## src/include/fpsc_pkg.sv

```systemverilog
/*
  fpsc_pkg: constants and types for the flash power state control block.
  Assumes a 25 MHz system clock and a chip mode code from the mode controller.
*/
package fpsc_pkg;
  // chip operating modes as delivered by the mode controller
  typedef enum logic [2:0] {
    FPSC_CHIP_ACTIVE,
    FPSC_CHIP_SUBACTIVE,
    FPSC_CHIP_SLEEP,
    FPSC_CHIP_SUBSLEEP,
    FPSC_CHIP_STANDBY,
    FPSC_CHIP_WATCH
  } fpsc_chip_mode_e;

  // flash operating states
  typedef enum logic [1:0] {
    FPSC_FLASH_NORMAL,
    FPSC_FLASH_POWERDOWN,
    FPSC_FLASH_STANDBY
  } fpsc_flash_state_e;

  localparam int CLK_HZ = 25000000;
  localparam int SETUP_MS = 10;
  localparam int SETUP_CYCLES = (SETUP_MS * (CLK_HZ / 1000));
  localparam int OSC_MS = 10;
  localparam int OSC_CYCLES = (OSC_MS * (CLK_HZ / 1000));
  localparam int MIN_WAIT_US = 20;
  localparam int MIN_WAIT_CYCLES = (MIN_WAIT_US * (CLK_HZ / 1000000));

  localparam int WAIT_W = 16;
  localparam int SEL_W = 3;
  localparam logic PDWN_DIS_RESET = 1'h0;

  // flash state outputs travel together
  typedef struct packed {
    logic supply_partial;
    logic circuits_halted;
    logic read_ok;
    logic write_ok;
    logic access_ok;
  } fpsc_flash_ctl_s;
endpackage

```

## src/logic/fpsc_flash_power.sv

```systemverilog
/*
  fpsc_flash_power: flash power state selection, return settling wait and
  programmer mode command lockout with automatic entry to memory read mode.
  Assumes synchronous inputs on i_clk, a chip mode code from the mode
  controller and a disable bit write strobe from the system control logic.
  Reset is synchronous and active high; it clears the disable bit and timers.
  Every status output is a flip-flop; only the command accept is combinational.
*/
`timescale 1ns/10ps
module fpsc_flash_power #(
  parameter int SETUP_CYCLES = fpsc_pkg::SETUP_CYCLES,
  parameter int OSC_CYCLES = fpsc_pkg::OSC_CYCLES
) (
  // clock and reset
  input wire logic i_clk,
  input wire logic i_reset,
  // chip mode and disable bit control
  input wire fpsc_pkg::fpsc_chip_mode_e i_chip_mode,
  input wire logic i_pdwn_dis_we,
  input wire logic i_pdwn_dis_wdata,
  input wire logic [fpsc_pkg::SEL_W-1:0] i_standby_wait_select,
  // programmer mode side
  input wire logic i_prog_mode,
  input wire logic i_prog_cmd_valid,
  // flash state outputs
  output logic o_flash_powerdown_disable,
  output fpsc_pkg::fpsc_flash_state_e o_flash_state,
  output fpsc_pkg::fpsc_flash_ctl_s o_flash_ctl,
  output logic o_settling,
  // programmer outputs
  output logic o_prog_cmd_accept,
  output logic o_prog_cmd_wait,
  output logic o_mem_read_mode
);
  typedef enum logic [1:0] {
    FPSC_PM_IDLE,
    FPSC_PM_OSC,
    FPSC_PM_SETUP,
    FPSC_PM_READY
  } fpsc_pm_e;

  localparam int PM_W = $clog2(OSC_CYCLES + SETUP_CYCLES + 1);
  localparam logic [PM_W-1:0] OSC_LAST = PM_W'(OSC_CYCLES - 1);
  localparam logic [PM_W-1:0] SETUP_LAST = PM_W'(SETUP_CYCLES - 1);

  // step sizes kept at counter width
  localparam logic [PM_W-1:0] PM_CNT_ONE = PM_W'(1);
  localparam logic [fpsc_pkg::WAIT_W-1:0] WAIT_ONE = fpsc_pkg::WAIT_W'(1);

  // wait per select code; every code meets the minimum even on an external clock
  // the largest code still fits the wait counter
  function automatic logic [fpsc_pkg::WAIT_W-1:0] fpsc_wait_cycles(input logic [fpsc_pkg::SEL_W-1:0] sel);
    fpsc_wait_cycles = fpsc_pkg::WAIT_W'(fpsc_pkg::MIN_WAIT_CYCLES) << sel;
  endfunction

  // chip mode to flash state; the disable bit only matters in subactive
  function automatic fpsc_pkg::fpsc_flash_state_e fpsc_target(input fpsc_pkg::fpsc_chip_mode_e m, input logic dis);
    case (m)
      fpsc_pkg::FPSC_CHIP_ACTIVE: begin
        fpsc_target = fpsc_pkg::FPSC_FLASH_NORMAL;
      end
      fpsc_pkg::FPSC_CHIP_SLEEP: begin
        fpsc_target = fpsc_pkg::FPSC_FLASH_NORMAL;
      end
      fpsc_pkg::FPSC_CHIP_SUBACTIVE: begin
        if (dis) begin
          fpsc_target = fpsc_pkg::FPSC_FLASH_NORMAL;
        end else begin
          fpsc_target = fpsc_pkg::FPSC_FLASH_POWERDOWN;
        end
      end
      fpsc_pkg::FPSC_CHIP_SUBSLEEP,
      fpsc_pkg::FPSC_CHIP_STANDBY,
      fpsc_pkg::FPSC_CHIP_WATCH: begin
        fpsc_target = fpsc_pkg::FPSC_FLASH_STANDBY;
      end
      // unused codes park the flash in its safest state
      default: begin
        fpsc_target = fpsc_pkg::FPSC_FLASH_STANDBY;
      end
    endcase
  endfunction

  // one decode serves the registered outputs and their reset value
  function automatic fpsc_pkg::fpsc_flash_ctl_s fpsc_ctl_decode(input fpsc_pkg::fpsc_flash_state_e st,
                                                                input logic busy);
    fpsc_pkg::fpsc_flash_ctl_s c;
    c.supply_partial = (st == fpsc_pkg::FPSC_FLASH_POWERDOWN);
    c.circuits_halted = (st == fpsc_pkg::FPSC_FLASH_STANDBY);
    // power-down keeps reads; only normal takes writes
    c.read_ok = (st != fpsc_pkg::FPSC_FLASH_STANDBY) && !busy;
    c.write_ok = (st == fpsc_pkg::FPSC_FLASH_NORMAL) && !busy;
    // no access of any kind until the supply has settled
    c.access_ok = c.read_ok;
    fpsc_ctl_decode = c;
  endfunction

  // oscillator and setup intervals end alike
  function automatic logic fpsc_interval_end(input logic [PM_W-1:0] cnt, input logic [PM_W-1:0] last);
    fpsc_interval_end = (cnt == last);
  endfunction

  // flash state group
  logic pdwn_dis_r, pdwn_dis_nxt;
  fpsc_pkg::fpsc_flash_state_e state_r, state_nxt;
  logic [fpsc_pkg::WAIT_W-1:0] wait_r, wait_nxt;
  logic settling_r, settling_nxt;
  fpsc_pkg::fpsc_flash_ctl_s ctl_r, ctl_nxt;
  fpsc_pkg::fpsc_flash_state_e target;
  logic returning;

  // programmer mode group
  fpsc_pm_e pm_r, pm_nxt;
  logic [PM_W-1:0] pm_cnt_r, pm_cnt_nxt;
  logic read_mode_r, read_mode_nxt;

  // wait counter and its busy flag move together, so outputs never disagree
  always_comb begin
    target = fpsc_target(i_chip_mode, pdwn_dis_r);
    returning = (target == fpsc_pkg::FPSC_FLASH_NORMAL) && (state_r != fpsc_pkg::FPSC_FLASH_NORMAL);
    pdwn_dis_nxt = i_pdwn_dis_we ? i_pdwn_dis_wdata : pdwn_dis_r;
    state_nxt = target;
    wait_nxt = wait_r;
    if (returning) begin
      // supply was partial or circuits were halted; give them the programmed time
      wait_nxt = fpsc_wait_cycles(i_standby_wait_select);
    end else if (target != fpsc_pkg::FPSC_FLASH_NORMAL) begin
      wait_nxt = '0;
    end else if (wait_r != '0) begin
      wait_nxt = wait_r - WAIT_ONE;
    end
    settling_nxt = (wait_nxt != '0);
    ctl_nxt = fpsc_ctl_decode(state_nxt, settling_nxt);
  end

  // reset parks the flash in standby; the first mode then decides
  always_ff @(posedge i_clk) begin
    if (i_reset) begin
      pdwn_dis_r <= fpsc_pkg::PDWN_DIS_RESET;
      state_r <= fpsc_pkg::FPSC_FLASH_STANDBY;
      wait_r <= '0;
      settling_r <= 1'h0;
      ctl_r <= fpsc_ctl_decode(fpsc_pkg::FPSC_FLASH_STANDBY, 1'h0);
    end else begin
      pdwn_dis_r <= pdwn_dis_nxt;
      state_r <= state_nxt;
      wait_r <= wait_nxt;
      settling_r <= settling_nxt;
      ctl_r <= ctl_nxt;
    end
  end

  // programmer mode sequence; leaving the mode restarts it
  always_comb begin
    pm_nxt = pm_r;
    pm_cnt_nxt = pm_cnt_r;
    case (pm_r)
      FPSC_PM_IDLE: begin
        // counter parks at zero outside the timed intervals
        pm_cnt_nxt = '0;
        if (i_prog_mode) begin
          pm_nxt = FPSC_PM_OSC;
        end
      end
      FPSC_PM_OSC: begin
        pm_cnt_nxt = pm_cnt_r + PM_CNT_ONE;
        if (fpsc_interval_end(pm_cnt_r, OSC_LAST)) begin
          pm_nxt = FPSC_PM_SETUP;
          pm_cnt_nxt = '0;
        end
      end
      FPSC_PM_SETUP: begin
        pm_cnt_nxt = pm_cnt_r + PM_CNT_ONE;
        if (fpsc_interval_end(pm_cnt_r, SETUP_LAST)) begin
          pm_nxt = FPSC_PM_READY;
          pm_cnt_nxt = '0;
        end
      end
      FPSC_PM_READY: begin
        pm_cnt_nxt = '0;
      end
      default: begin
        pm_nxt = FPSC_PM_IDLE;
      end
    endcase
    // a dropped mode pin at any point throws away the elapsed time
    if (!i_prog_mode) begin
      pm_nxt = FPSC_PM_IDLE;
      pm_cnt_nxt = '0;
    end
    read_mode_nxt = (pm_nxt == FPSC_PM_READY);
  end

  always_ff @(posedge i_clk) begin
    if (i_reset) begin
      pm_r <= FPSC_PM_IDLE;
      pm_cnt_r <= '0;
      read_mode_r <= 1'h0;
    end else begin
      pm_r <= pm_nxt;
      pm_cnt_r <= pm_cnt_nxt;
      read_mode_r <= read_mode_nxt;
    end
  end

  // status outputs straight from the registers above
  assign o_flash_powerdown_disable = pdwn_dis_r;
  assign o_flash_state = state_r;
  assign o_settling = settling_r;
  assign o_flash_ctl = ctl_r;
  assign o_mem_read_mode = read_mode_r;
  assign o_prog_cmd_wait = read_mode_r;
  // commands during oscillator or setup intervals are simply dropped
  assign o_prog_cmd_accept = i_prog_cmd_valid && read_mode_r;
endmodule

```

## config.mk

```make
export PLATFORM = sky130hd
export DESIGN_NAME = fpsc_flash_power
export DESIGN_NICKNAME = d
export VERILOG_FILES = /design/src/include/fpsc_pkg.sv /design/src/logic/fpsc_flash_power.sv
export SDC_FILE = /design/constraint.sdc
export NUM_CORES = 1
export LEC_CHECK = 0
export ABC_AREA = 1
export BUFFER_PORTS_ARGS = -buffer_cell sky130_fd_sc_hd__buf_2
export CAP_MARGIN = 20
export CORE_AREA = 2 2 61 75
export CTS_CLUSTER_DIAMETER = 30
export DETAILED_ROUTE_END_ITERATION = 7
export DIE_AREA = 0 0 63 77
export PLACE_DENSITY_LB_ADDON = 0.08
export SLEW_MARGIN = 20
export SYNTH_ARGS = -nofsm -noshare
export SYNTH_HDL_FRONTEND = slang
export SYNTH_SLANG_ARGS = --single-unit
```

## constraint.sdc

```tcl
create_clock -name i_clk -period 3.9 [get_ports i_clk]
set_input_delay 0.78 -clock i_clk [delete_from_list [all_inputs] [get_ports i_clk]]
set_output_delay 0.78 -clock i_clk [all_outputs]
set_load 0.05 [all_outputs]
```

# Yosys cells after proc, flatten, opt, wreduce, memory -nomap -nowiden
# Cells that the tools add are included.
# W data, S select, Z words.
# op_classes
n_addsub	2
n_mul	0
div_mod_pow	0
n_lt_le_gt_ge	0
eq_ne	10
shifts	1
muxes	11
bitwise_logic	1
reduce_logical	16
# op_table
operator	n
$mux W16	3
$pmux W19 S2	1
$reduce_bool A16 Y1	2
$add A19 B1 Y19 const B	1
$eq A19 B18 Y1 const B	1
$mux W19	1
$shl A9 B3 Y16 const A	1
$sub A16 B1 Y16 const B	1
$eq A2 B2 Y1 const B	4
$reduce_or A2 Y1	4
$mux W2	3
$pmux W2 S3	1
$eq A2 B1 Y1 const B	2
$logic_and A1 B1 Y1	4
$logic_not A2 Y1	2
$pmux W2 S2	1
$reduce_bool A2 Y1	2
$eq A3 B1 Y1 const B	1
$eq A3 B2 Y1 const B	1
$logic_not A3 Y1	1
$ne A2 B2 Y1 const B	1
$logic_not A1 Y1	1
$mux W1	1
$not A1 Y1	1
# word_totals
ff_bits	46
latchBits	0
ram_bits	0
rom_bits	0
inputBits	12
output_inout_bits	12
elab_cells	52
n_memories	0

# Depth between registers and ports, before layout
# Gate-level depths: netlist of run 1.
# logic_depth
ltp_word	9
depth_mapped	15
ltp_nobuf	14

# Worst setup path before layout of run 1
# OpenSTA, ideal clock, no wires.
# synth_path
kind	input to output
startpoint	in i_prog_cmd_valid
endpoint	out o_prog_cmd_accept
arrival_ps	1149
required_ps	3120
slack_ps	1971
cell_stages	2
cell_sequence	nand2_1 inv_1
# synth_via
elab_chain_len	1
# synth_lines
item	line_no	rtl
start, declared	fpsc_flash_power.sv:24	input wire logic i_prog_cmd_valid,
$logic_and A1 B1 Y1	fpsc_flash_power.sv:214	assign o_prog_cmd_accept = i_prog_cmd_valid && read_mode_r;
end, declared	fpsc_flash_power.sv:31	output logic o_prog_cmd_accept,
# No other way between the ends.

# Worst setup path in the final report of run 1
# layout_path
startpoint	in i_chip_mode[0]
endpoint	reg ctl_r, in the netlist o_flash_ctl[1]
# layout_via
elab_chain_len	9
# layout_lines
item	line_no	rtl
start, declared	fpsc_flash_power.sv:18	input wire fpsc_pkg::fpsc_chip_mode_e i_chip_mode,
$eq A3 B2 Y1 / $logic_not A3 Y1 (equally long branches)	fpsc_flash_power.sv:58	case (m)
$reduce_or A2 Y1 (no line)	n/a	
$pmux W2 S2 *	fpsc_flash_power.sv:58	
$reduce_bool A2 Y1 / $logic_not A2 Y1 (equally long branches)	fpsc_flash_power.sv:127, fpsc_flash_power.sv:92, fpsc_flash_power.sv:120	
$mux W16 / $logic_and A1 B1 Y1 (equally long branches)	fpsc_flash_power.sv:127, fpsc_flash_power.sv:120	
$mux W16	fpsc_flash_power.sv:124	if (returning) begin
$reduce_bool A16 Y1	fpsc_flash_power.sv:132	settling_nxt = (wait_nxt != '0);
$logic_not A1 Y1	fpsc_flash_power.sv:92	c.write_ok = (st == fpsc_pkg::FPSC_FLASH_NORMAL) && !busy;
$logic_and A1 B1 Y1 *	fpsc_flash_power.sv:92	
end signal, assigned	fpsc_flash_power.sv:143	ctl_r <= fpsc_ctl_decode(fpsc_pkg::FPSC_FLASH_STANDBY, 1'h0);
end signal, assigned	fpsc_flash_power.sv:149	ctl_r <= ctl_nxt;
end, declared	fpsc_flash_power.sv:108	fpsc_pkg::fpsc_flash_ctl_s ctl_r, ctl_nxt;
# Mark *: on every way between the ends. The rest lies on a longest branch, timed or not.
# A chain may end at the register's enable or synchronous reset.

==> impl_metrics.env, run 1 <==
export IMPL_dieArea_um2=4851
export IMPL_h_tree_depth=2
export IMPL_layout_nets=416
export IMPL_antenna_found_initial=0
export IMPL_crit_start="i_chip_mode[0]"
export IMPL_max_clock_path_buffers=2
export IMPL_fin_util_pct=66.08
export IMPL_core_area_um2=4131
export IMPL_hold_viol=0
export IMPL_placed_area_um2=2646
export IMPL_yosysSeqAreaShare_pct=35.86
export IMPL_ir_worst_vdd_mv=0.1975
export IMPL_async_flop_share_pct=0
export IMPL_multi_input_area_um2=1354
export IMPL_syn2layout_area_growth_pct=8.665
export IMPL_clock_sinks=45
export IMPL_cp_cell_sequence="buf_2, a21oi_2, nand3_1, inv_1, o21ai_2, o21ai_0, nand3_1, nor2_1, nand3_2, nor2_2"
export IMPL_synth_area_um2=2512
export IMPL_timing_max_cap_violations=0
export IMPL_synth_xor_area_share_pct=2.789
export IMPL_initial_core_util_pct=60.81
export IMPL_synth_avg_cell_area_um2=6.682
export IMPL_path_class="primary input to flop"
export IMPL_synthMostInstantiatedCell="nand2_1"
export IMPL_synthSimpleGateAreaFrac_pct=37.25
export IMPL_synthCells=376
export IMPL_r2r_setup_slack_ps=1770
export IMPL_hold_start="pm_cnt_r[0]"
export IMPL_io_buffers=23
export IMPL_syn_nets=394
export IMPL_grt_pass1_wl_mm=8.694
export IMPL_min_path_type="flop to flop"
export IMPL_cpMaxStageDelayCell="nand3_1"
export IMPL_ant_nets=0
export IMPL_grt_pass1_vias=2101
export IMPL_rsz0062_at_grt="no"
export IMPL_synth_compound_area_share_pct=10.86
export IMPL_power_total_mw=1.020
export IMPL_via_count=2364
export IMPL_place_congestion=0.9010
export IMPL_wl_mm=5.152
export IMPL_p_leak_nw=1.275
export IMPL_netlist_top_cells_count="nand2_1 (81), inv_1 (54), nor2_1 (54), dfxtp_1 (45), nand3_1 (31)"
export IMPL_cts_resized=0
export IMPL_design_area_um2=2730
export IMPL_status="finished clean"
export IMPL_drive_gt1_share_pct=12.28
export IMPL_grt_max_degree=23
export IMPL_yosys_top_cells_area="dfxtp_1 (36%), nand2_1 (12%), inv_1 (8.1%)"
export IMPL_drtPass1Iterations=4
export IMPL_via_per_inst=5.196
export IMPL_layout_cells_non_filler=455
export IMPL_grt_total_usage_pct=22.33
export IMPL_drv_slew=0
export IMPL_max_freq_ghz=0.4394
export IMPL_yosys_warnings=0
export IMPL_io_pin_count=24
export IMPL_dp_slack_ps=1317
export IMPL_die_y_um=77
export IMPL_relSlewSlack_pct=49.14
export IMPL_synth_adder_area_share_pct=2.988
export IMPL_arrival_ps=2520
export IMPL_cp_data_required_time_ps=4150
export IMPL_wl_per_cell_um=11.32
export IMPL_synth_largest_area_cell="dfxtp_1"
export IMPL_synthDistinctLibCells=33
export IMPL_cts_root_buffer="clkbuf_8"
export IMPL_fin_tns_setup_ps=0
export IMPL_yosys_register_bits=45
export IMPL_setup_ws_ps=1624
export IMPL_route_detailed_drc=0
export IMPL_r2r_end="pm_cnt_r[11]"
export IMPL_powerDensity_nw_per_um2=373.8
export IMPL_fp_dieW_um=63
export IMPL_drt_iter0_drc=104
export IMPL_timing_critical_path_mode_cell="nand3_1"
export IMPL_path_clk_slew_ps=80
export IMPL_cts_setup_buffers=0
export IMPL_fillerInstances=404
export IMPL_worst_r2r_path_depth=9
export IMPL_overflow=0
export IMPL_synthMuxAreaShare_pct=0
export IMPL_finalSetupViolCount=0
export IMPL_period_share_pct=58.35
export IMPL_netlist_area_leader_share_pct=35.86
export IMPL_min_path_cells=1
export IMPL_cts_tree="yes"
export IMPL_hold_path_end="pm_cnt_r[0]"
export IMPL_setup_worst_path_start_class="primary input"
export IMPL_cts_inserted_buffers=5
export IMPL_synth_edf_count=0
export IMPL_synth_top_family_by_area="simple AND/OR/NAND/NOR gates"
export IMPL_seq_area_um2=900.9
export IMPL_synth_flop_cell="dfxtp_1"
export IMPL_worst_path_max_fanout=11
export IMPL_hpwlAfterDp_mm=4.094
export IMPL_ctsHoldBuffers=0
export IMPL_end_kind="flop"
export IMPL_clk_latency_ps=300
export IMPL_worst_pin_slew_ps=760.7
export IMPL_timing_hold_ws_ps=453.9
export IMPL_fin_skew_ps=7.441
export IMPL_max_stage_delay_ps=320
export IMPL_fin_crit_ps=2276
export IMPL_rr_startpoint="pm_cnt_r[0]"
export IMPL_placementRows=26
export IMPL_place_inst=447
export IMPL_antennaDiodeCount=0
-- cell families (layout without fill, tap and decap cells) --
kind of cell / Yosys count / after routing
simple gates: 207 / 207
fa+ha+maj: 6 / 6
buf+inv: 63 / 86
flops: 45 / 45
xor+xnor: 8 / 8
compound gates: 47 / 47
-- routing by layer --
layer  track usage [%]  wire [um]  part of all wire [%]  vias up
met4             8.889         90                   1.7        0
li1                  -          -                     -     1239
met1             23.94       2120                    41     1067
met5                 0          0                     0        -
met3             4.545        204                   4.0        8
met2             41.91       2737                    53       50
-- registers in the layout, indices dropped and copies added (netlist names) --
register                   count
o_flash_powerdown_disable      1
pm_cnt_r                      19
wait_r                        16
pm_r                           2
o_settling                     1
o_flash_state                  2
o_flash_ctl                    3
o_mem_read_mode                1
-- worst max-delay path, delay by kind of cell --
family | cells | cell delay (ps)
simple gates | 5 | 830
buf+inv | 2 | 360
compound gates | 3 | 530
-- worst max-delay path by stage --
stage / end / slack (ps) / depth (start not counted)
final: o_flash_ctl[1] / 1620 / 10
after global routing: o_flash_ctl[1] / 1460 / 10
after CTS: o_flash_ctl[1] / 1640 / 10
after detailed placement: o_flash_ctl[1] / 1320 / 10
after global placement: o_flash_ctl[1] / 1370 / 10
after floorplan: o_prog_cmd_accept / 1970 / 2
-- cells in the final DEF, fill, tap and decap left out --
cell type	count
inv_2	1
nor2_4	3
clkbuf_1	2
nor3_1	9
nand4_1	10
nor2_1	54
ha_1	6
nor3b_1	2
o211ai_2	1
inv_1	54
a21oi_1	25
nand3_2	1
clkinvlp_4	1
o211ai_1	2
dfxtp_1	45
nand2_4	1
nand2_1	81
or2_0	1
o21bai_1	5
clkbuf_8	5
o21ai_0	9
nand3_1	31
a21oi_2	1
nor2_2	9
nand2_2	2
nand3b_1	2
o21a_1	1
xor2_1	2
o21ai_2	1
xnor2_1	6
a31oi_1	2
buf_2	23
nor4_1	1
-- power breakdown --
| group | leakage (nW) | switching, mW | total (mW) | internal (mW) |
|---|---|---|---|---|
| clock network | 0.0385 | 0.155 | 0.282 | 0.127 |
| logic | 0.871 | 0.173 | 0.253 | 0.0794 |
| registers | 0.365 | 0.0129 | 0.486 | 0.473 |
| total | 1.28 | 0.341 | 1.02 | 0.679 |
-- cell type report --
type,count,share of cell area [%]
Clock buffer,7,2.796
Clock inverter,1,0.2750
Sequential cell,45,33.00
Tap cell,56,2.566
Inverter,55,7.562
Timing Repair Buffer,23,4.216
Multi-Input combinational cell,268,49.59
Power figures use the tool's default switching activity.
==> inputs of run 2 (changes only) <==
--- a/config.mk
+++ b/config.mk
@@ -8,10 +8,10 @@
 export ABC_AREA = 1
 export BUFFER_PORTS_ARGS = -buffer_cell sky130_fd_sc_hd__buf_2
 export CAP_MARGIN = 20
-export CORE_AREA = 2 2 61 75
+export CORE_AREA = 2 2 63 77
 export CTS_CLUSTER_DIAMETER = 30
 export DETAILED_ROUTE_END_ITERATION = 7
-export DIE_AREA = 0 0 63 77
+export DIE_AREA = 0 0 65 79
 export PLACE_DENSITY_LB_ADDON = 0.08
 export SLEW_MARGIN = 20
 export SYNTH_ARGS = -nofsm -noshare
==> constraint.sdc (replaced) <==
create_clock -name i_clk -period 2.3 [get_ports i_clk]
set_input_delay 0.46 -clock i_clk [delete_from_list [all_inputs] [get_ports i_clk]]
set_output_delay 0.46 -clock i_clk [all_outputs]
set_load 0.05 [all_outputs]
==> run 2 against run 1 <==
Net effect:
- clock power up 74%
- sequential share of layout area down 0.46 points
- count of clock-buffer cells in the layout down 1
- power up 71%
- largest cell class unchanged
- highest routed layer unchanged
==> impl_metrics.env, run 2 (same netlist as run 1, synthesis figures left out) <==
export IMPL_status="finished clean"
export IMPL_drt_iter0_drc=57
export IMPL_fp_dieW_um=65
export IMPL_layout_cells_non_filler=460
export IMPL_placed_area_um2=2679
export IMPL_design_area_um2=2769
export IMPL_path_class="flop to flop"
export IMPL_ant_nets=0
export IMPL_max_stage_delay_ps=340
export IMPL_final_common_cell="nand2_1"
export IMPL_place_inst=453
export IMPL_io_pin_count=24
export IMPL_timing_hold_ws_ps=391.4
export IMPL_via_count=2341
export IMPL_rr_startpoint="wait_r[0]"
export IMPL_critical_path_buf_inv_count=1
export IMPL_dieArea_um2=5135
export IMPL_via_per_inst=5.089
export IMPL_drv_slew=0
export IMPL_syn2layout_area_growth_pct=10.21
export IMPL_period_share_pct=82.11
export IMPL_drtPass1Iterations=4
export IMPL_hold_start="i_pdwn_dis_wdata"
export IMPL_fin_skew_ps=6.845
export IMPL_drive_gt1_share_pct=13.43
export IMPL_fin_tns_setup_ps=0
export IMPL_finalSetupViolCount=0
export IMPL_end_kind="flop"
export IMPL_hpwlAfterDp_mm=4.140
export IMPL_wl_mm=5.211
export IMPL_switchingPower_uw=566.5
export IMPL_core_area_um2=4425
export IMPL_sequentialPowerShare_pct=47.3
export IMPL_io_buffers=23
export IMPL_largest_reg_flops=19
export IMPL_ir_worst_vdd_mv=0.4458
export IMPL_regMostFlops="pm_cnt_r"
export IMPL_cts_inserted_buffers=5
export IMPL_clk_latency_ps=300
export IMPL_p_clk_share_pct=28.2
export IMPL_timing_critical_path_mode_cell="nand2_1"
export IMPL_timing_max_cap_violations=0
export IMPL_max_clock_path_buffers=2
export IMPL_worst_pin_slew_ps=330.8
export IMPL_powerDensity_nw_per_um2=630.0
export IMPL_cts_resized=0
export IMPL_mostFrequentLayoutCells="nand2_1 (81), inv_1 (54), nor2_1 (54), dfxtp_1 (45), nand3_1 (31)"
export IMPL_clock_sinks=45
export IMPL_combPwrFrac_pct=24.5
export IMPL_ctsHoldBuffers=0
export IMPL_cts_root_buffer="clkbuf_8"
export IMPL_grt_pass1_wl_mm=9.045
export IMPL_cp_cell_sequence="inv_1, ha_1, nand2_1, nor2_4, nand2_4, nand2_1, nand2_1, nand3_1, nand2_1, nor2_1, nand2_1, nor2_2, nand3_2, nor2_2"
export IMPL_antennaDiodeCount=0
export IMPL_layout_nets=420
export IMPL_cpMaxStageDelayCell="dfxtp_1"
export IMPL_setup_ws_ps=411.5
export IMPL_placementRows=27
export IMPL_path_delay_family="simple AND/OR/NAND/NOR gates"
export IMPL_worst_path_max_fanout=13
export IMPL_path_clk_slew_ps=80
export IMPL_rsz0062_at_grt="no"
export IMPL_grt_total_usage_pct=22.56
export IMPL_cts_setup_buffers=0
export IMPL_h_tree_depth=2
export IMPL_fillerInstances=434
export IMPL_crit_start="wait_r[0]"
export IMPL_fin_util_pct=62.57
export IMPL_power_total_mw=1.744
export IMPL_hold_viol=0
export IMPL_p_sw_share_pct=32.47
export IMPL_route_detailed_drc=0
export IMPL_p_int_mw=1.178
export IMPL_dp_slack_ps=294.8
export IMPL_initial_core_util_pct=56.77
export IMPL_grt_max_degree=22
export IMPL_p_leak_nw=1.299
export IMPL_cp_data_required_time_ps=2540
export IMPL_wl_per_cell_um=11.33
export IMPL_fin_crit_ps=1889
export IMPL_cts_tree="yes"
export IMPL_overflow=0
export IMPL_max_freq_ghz=0.5295
export IMPL_place_congestion=0.8657
export IMPL_antenna_found_initial=0
export IMPL_relSlewSlack_pct=77.87
export IMPL_min_path_type="primary input to flop"
export IMPL_arrival_ps=2130
export IMPL_die_y_um=79
export IMPL_setup_worst_path_start_class="flop"
export IMPL_grt_pass1_vias=2229
## run 2: worst paths after layout
path | endpoint | slack, ps | cells past startpoint
worst max-delay path | o_flash_ctl[1] | 410 | 14
worst min-delay path | o_flash_powerdown_disable | 390 | 3
worst max register to register | o_flash_ctl[1] | 410 | 14
worst min register to register | pm_cnt_r[0] | 460 | 1
## run 2: power by group through the flow
stage	logic (mW)	registers, mW	clock network [mW]
after floorplan	0.320	0.864	0
after global placement	0.425	0.843	0
after detailed placement	0.425	0.843	0
after CTS	0.428	0.824	0.504
after global routing	0.490	0.827	0.536
final	0.428	0.825	0.492
## run 2: layout make-up
cell class,count,area (um^2),share of cell area [%]
flip-flops and latches,45,900.9,32.53
repair buffers,27,145.1,5.242
clock inverters,1,7.507,0.2711
multi-input cells,268,1354,48.89
inverters,55,206.4,7.456
clock buffers,6,82.58,2.982
well taps,58,72.57,2.621
## run 2: routing by layer
| layer | wire [um] | GRT usage [%] | vias up |
|---|---|---|---|
| met1 | 2207 | 22.73 | 1058 |
| met3 | 122 | 4.533 | 6 |
| met4 | 75 | 9.362 | 0 |
| li1 | - | - | 1252 |
| met2 | 2805 | 43.92 | 25 |
| met5 | 0 | 0 | - |
## run 2: tightest hold or removal path, cell delays in order
cell and delay, ps:
buf_2 70, a21oi_1 50, nor2_1 70
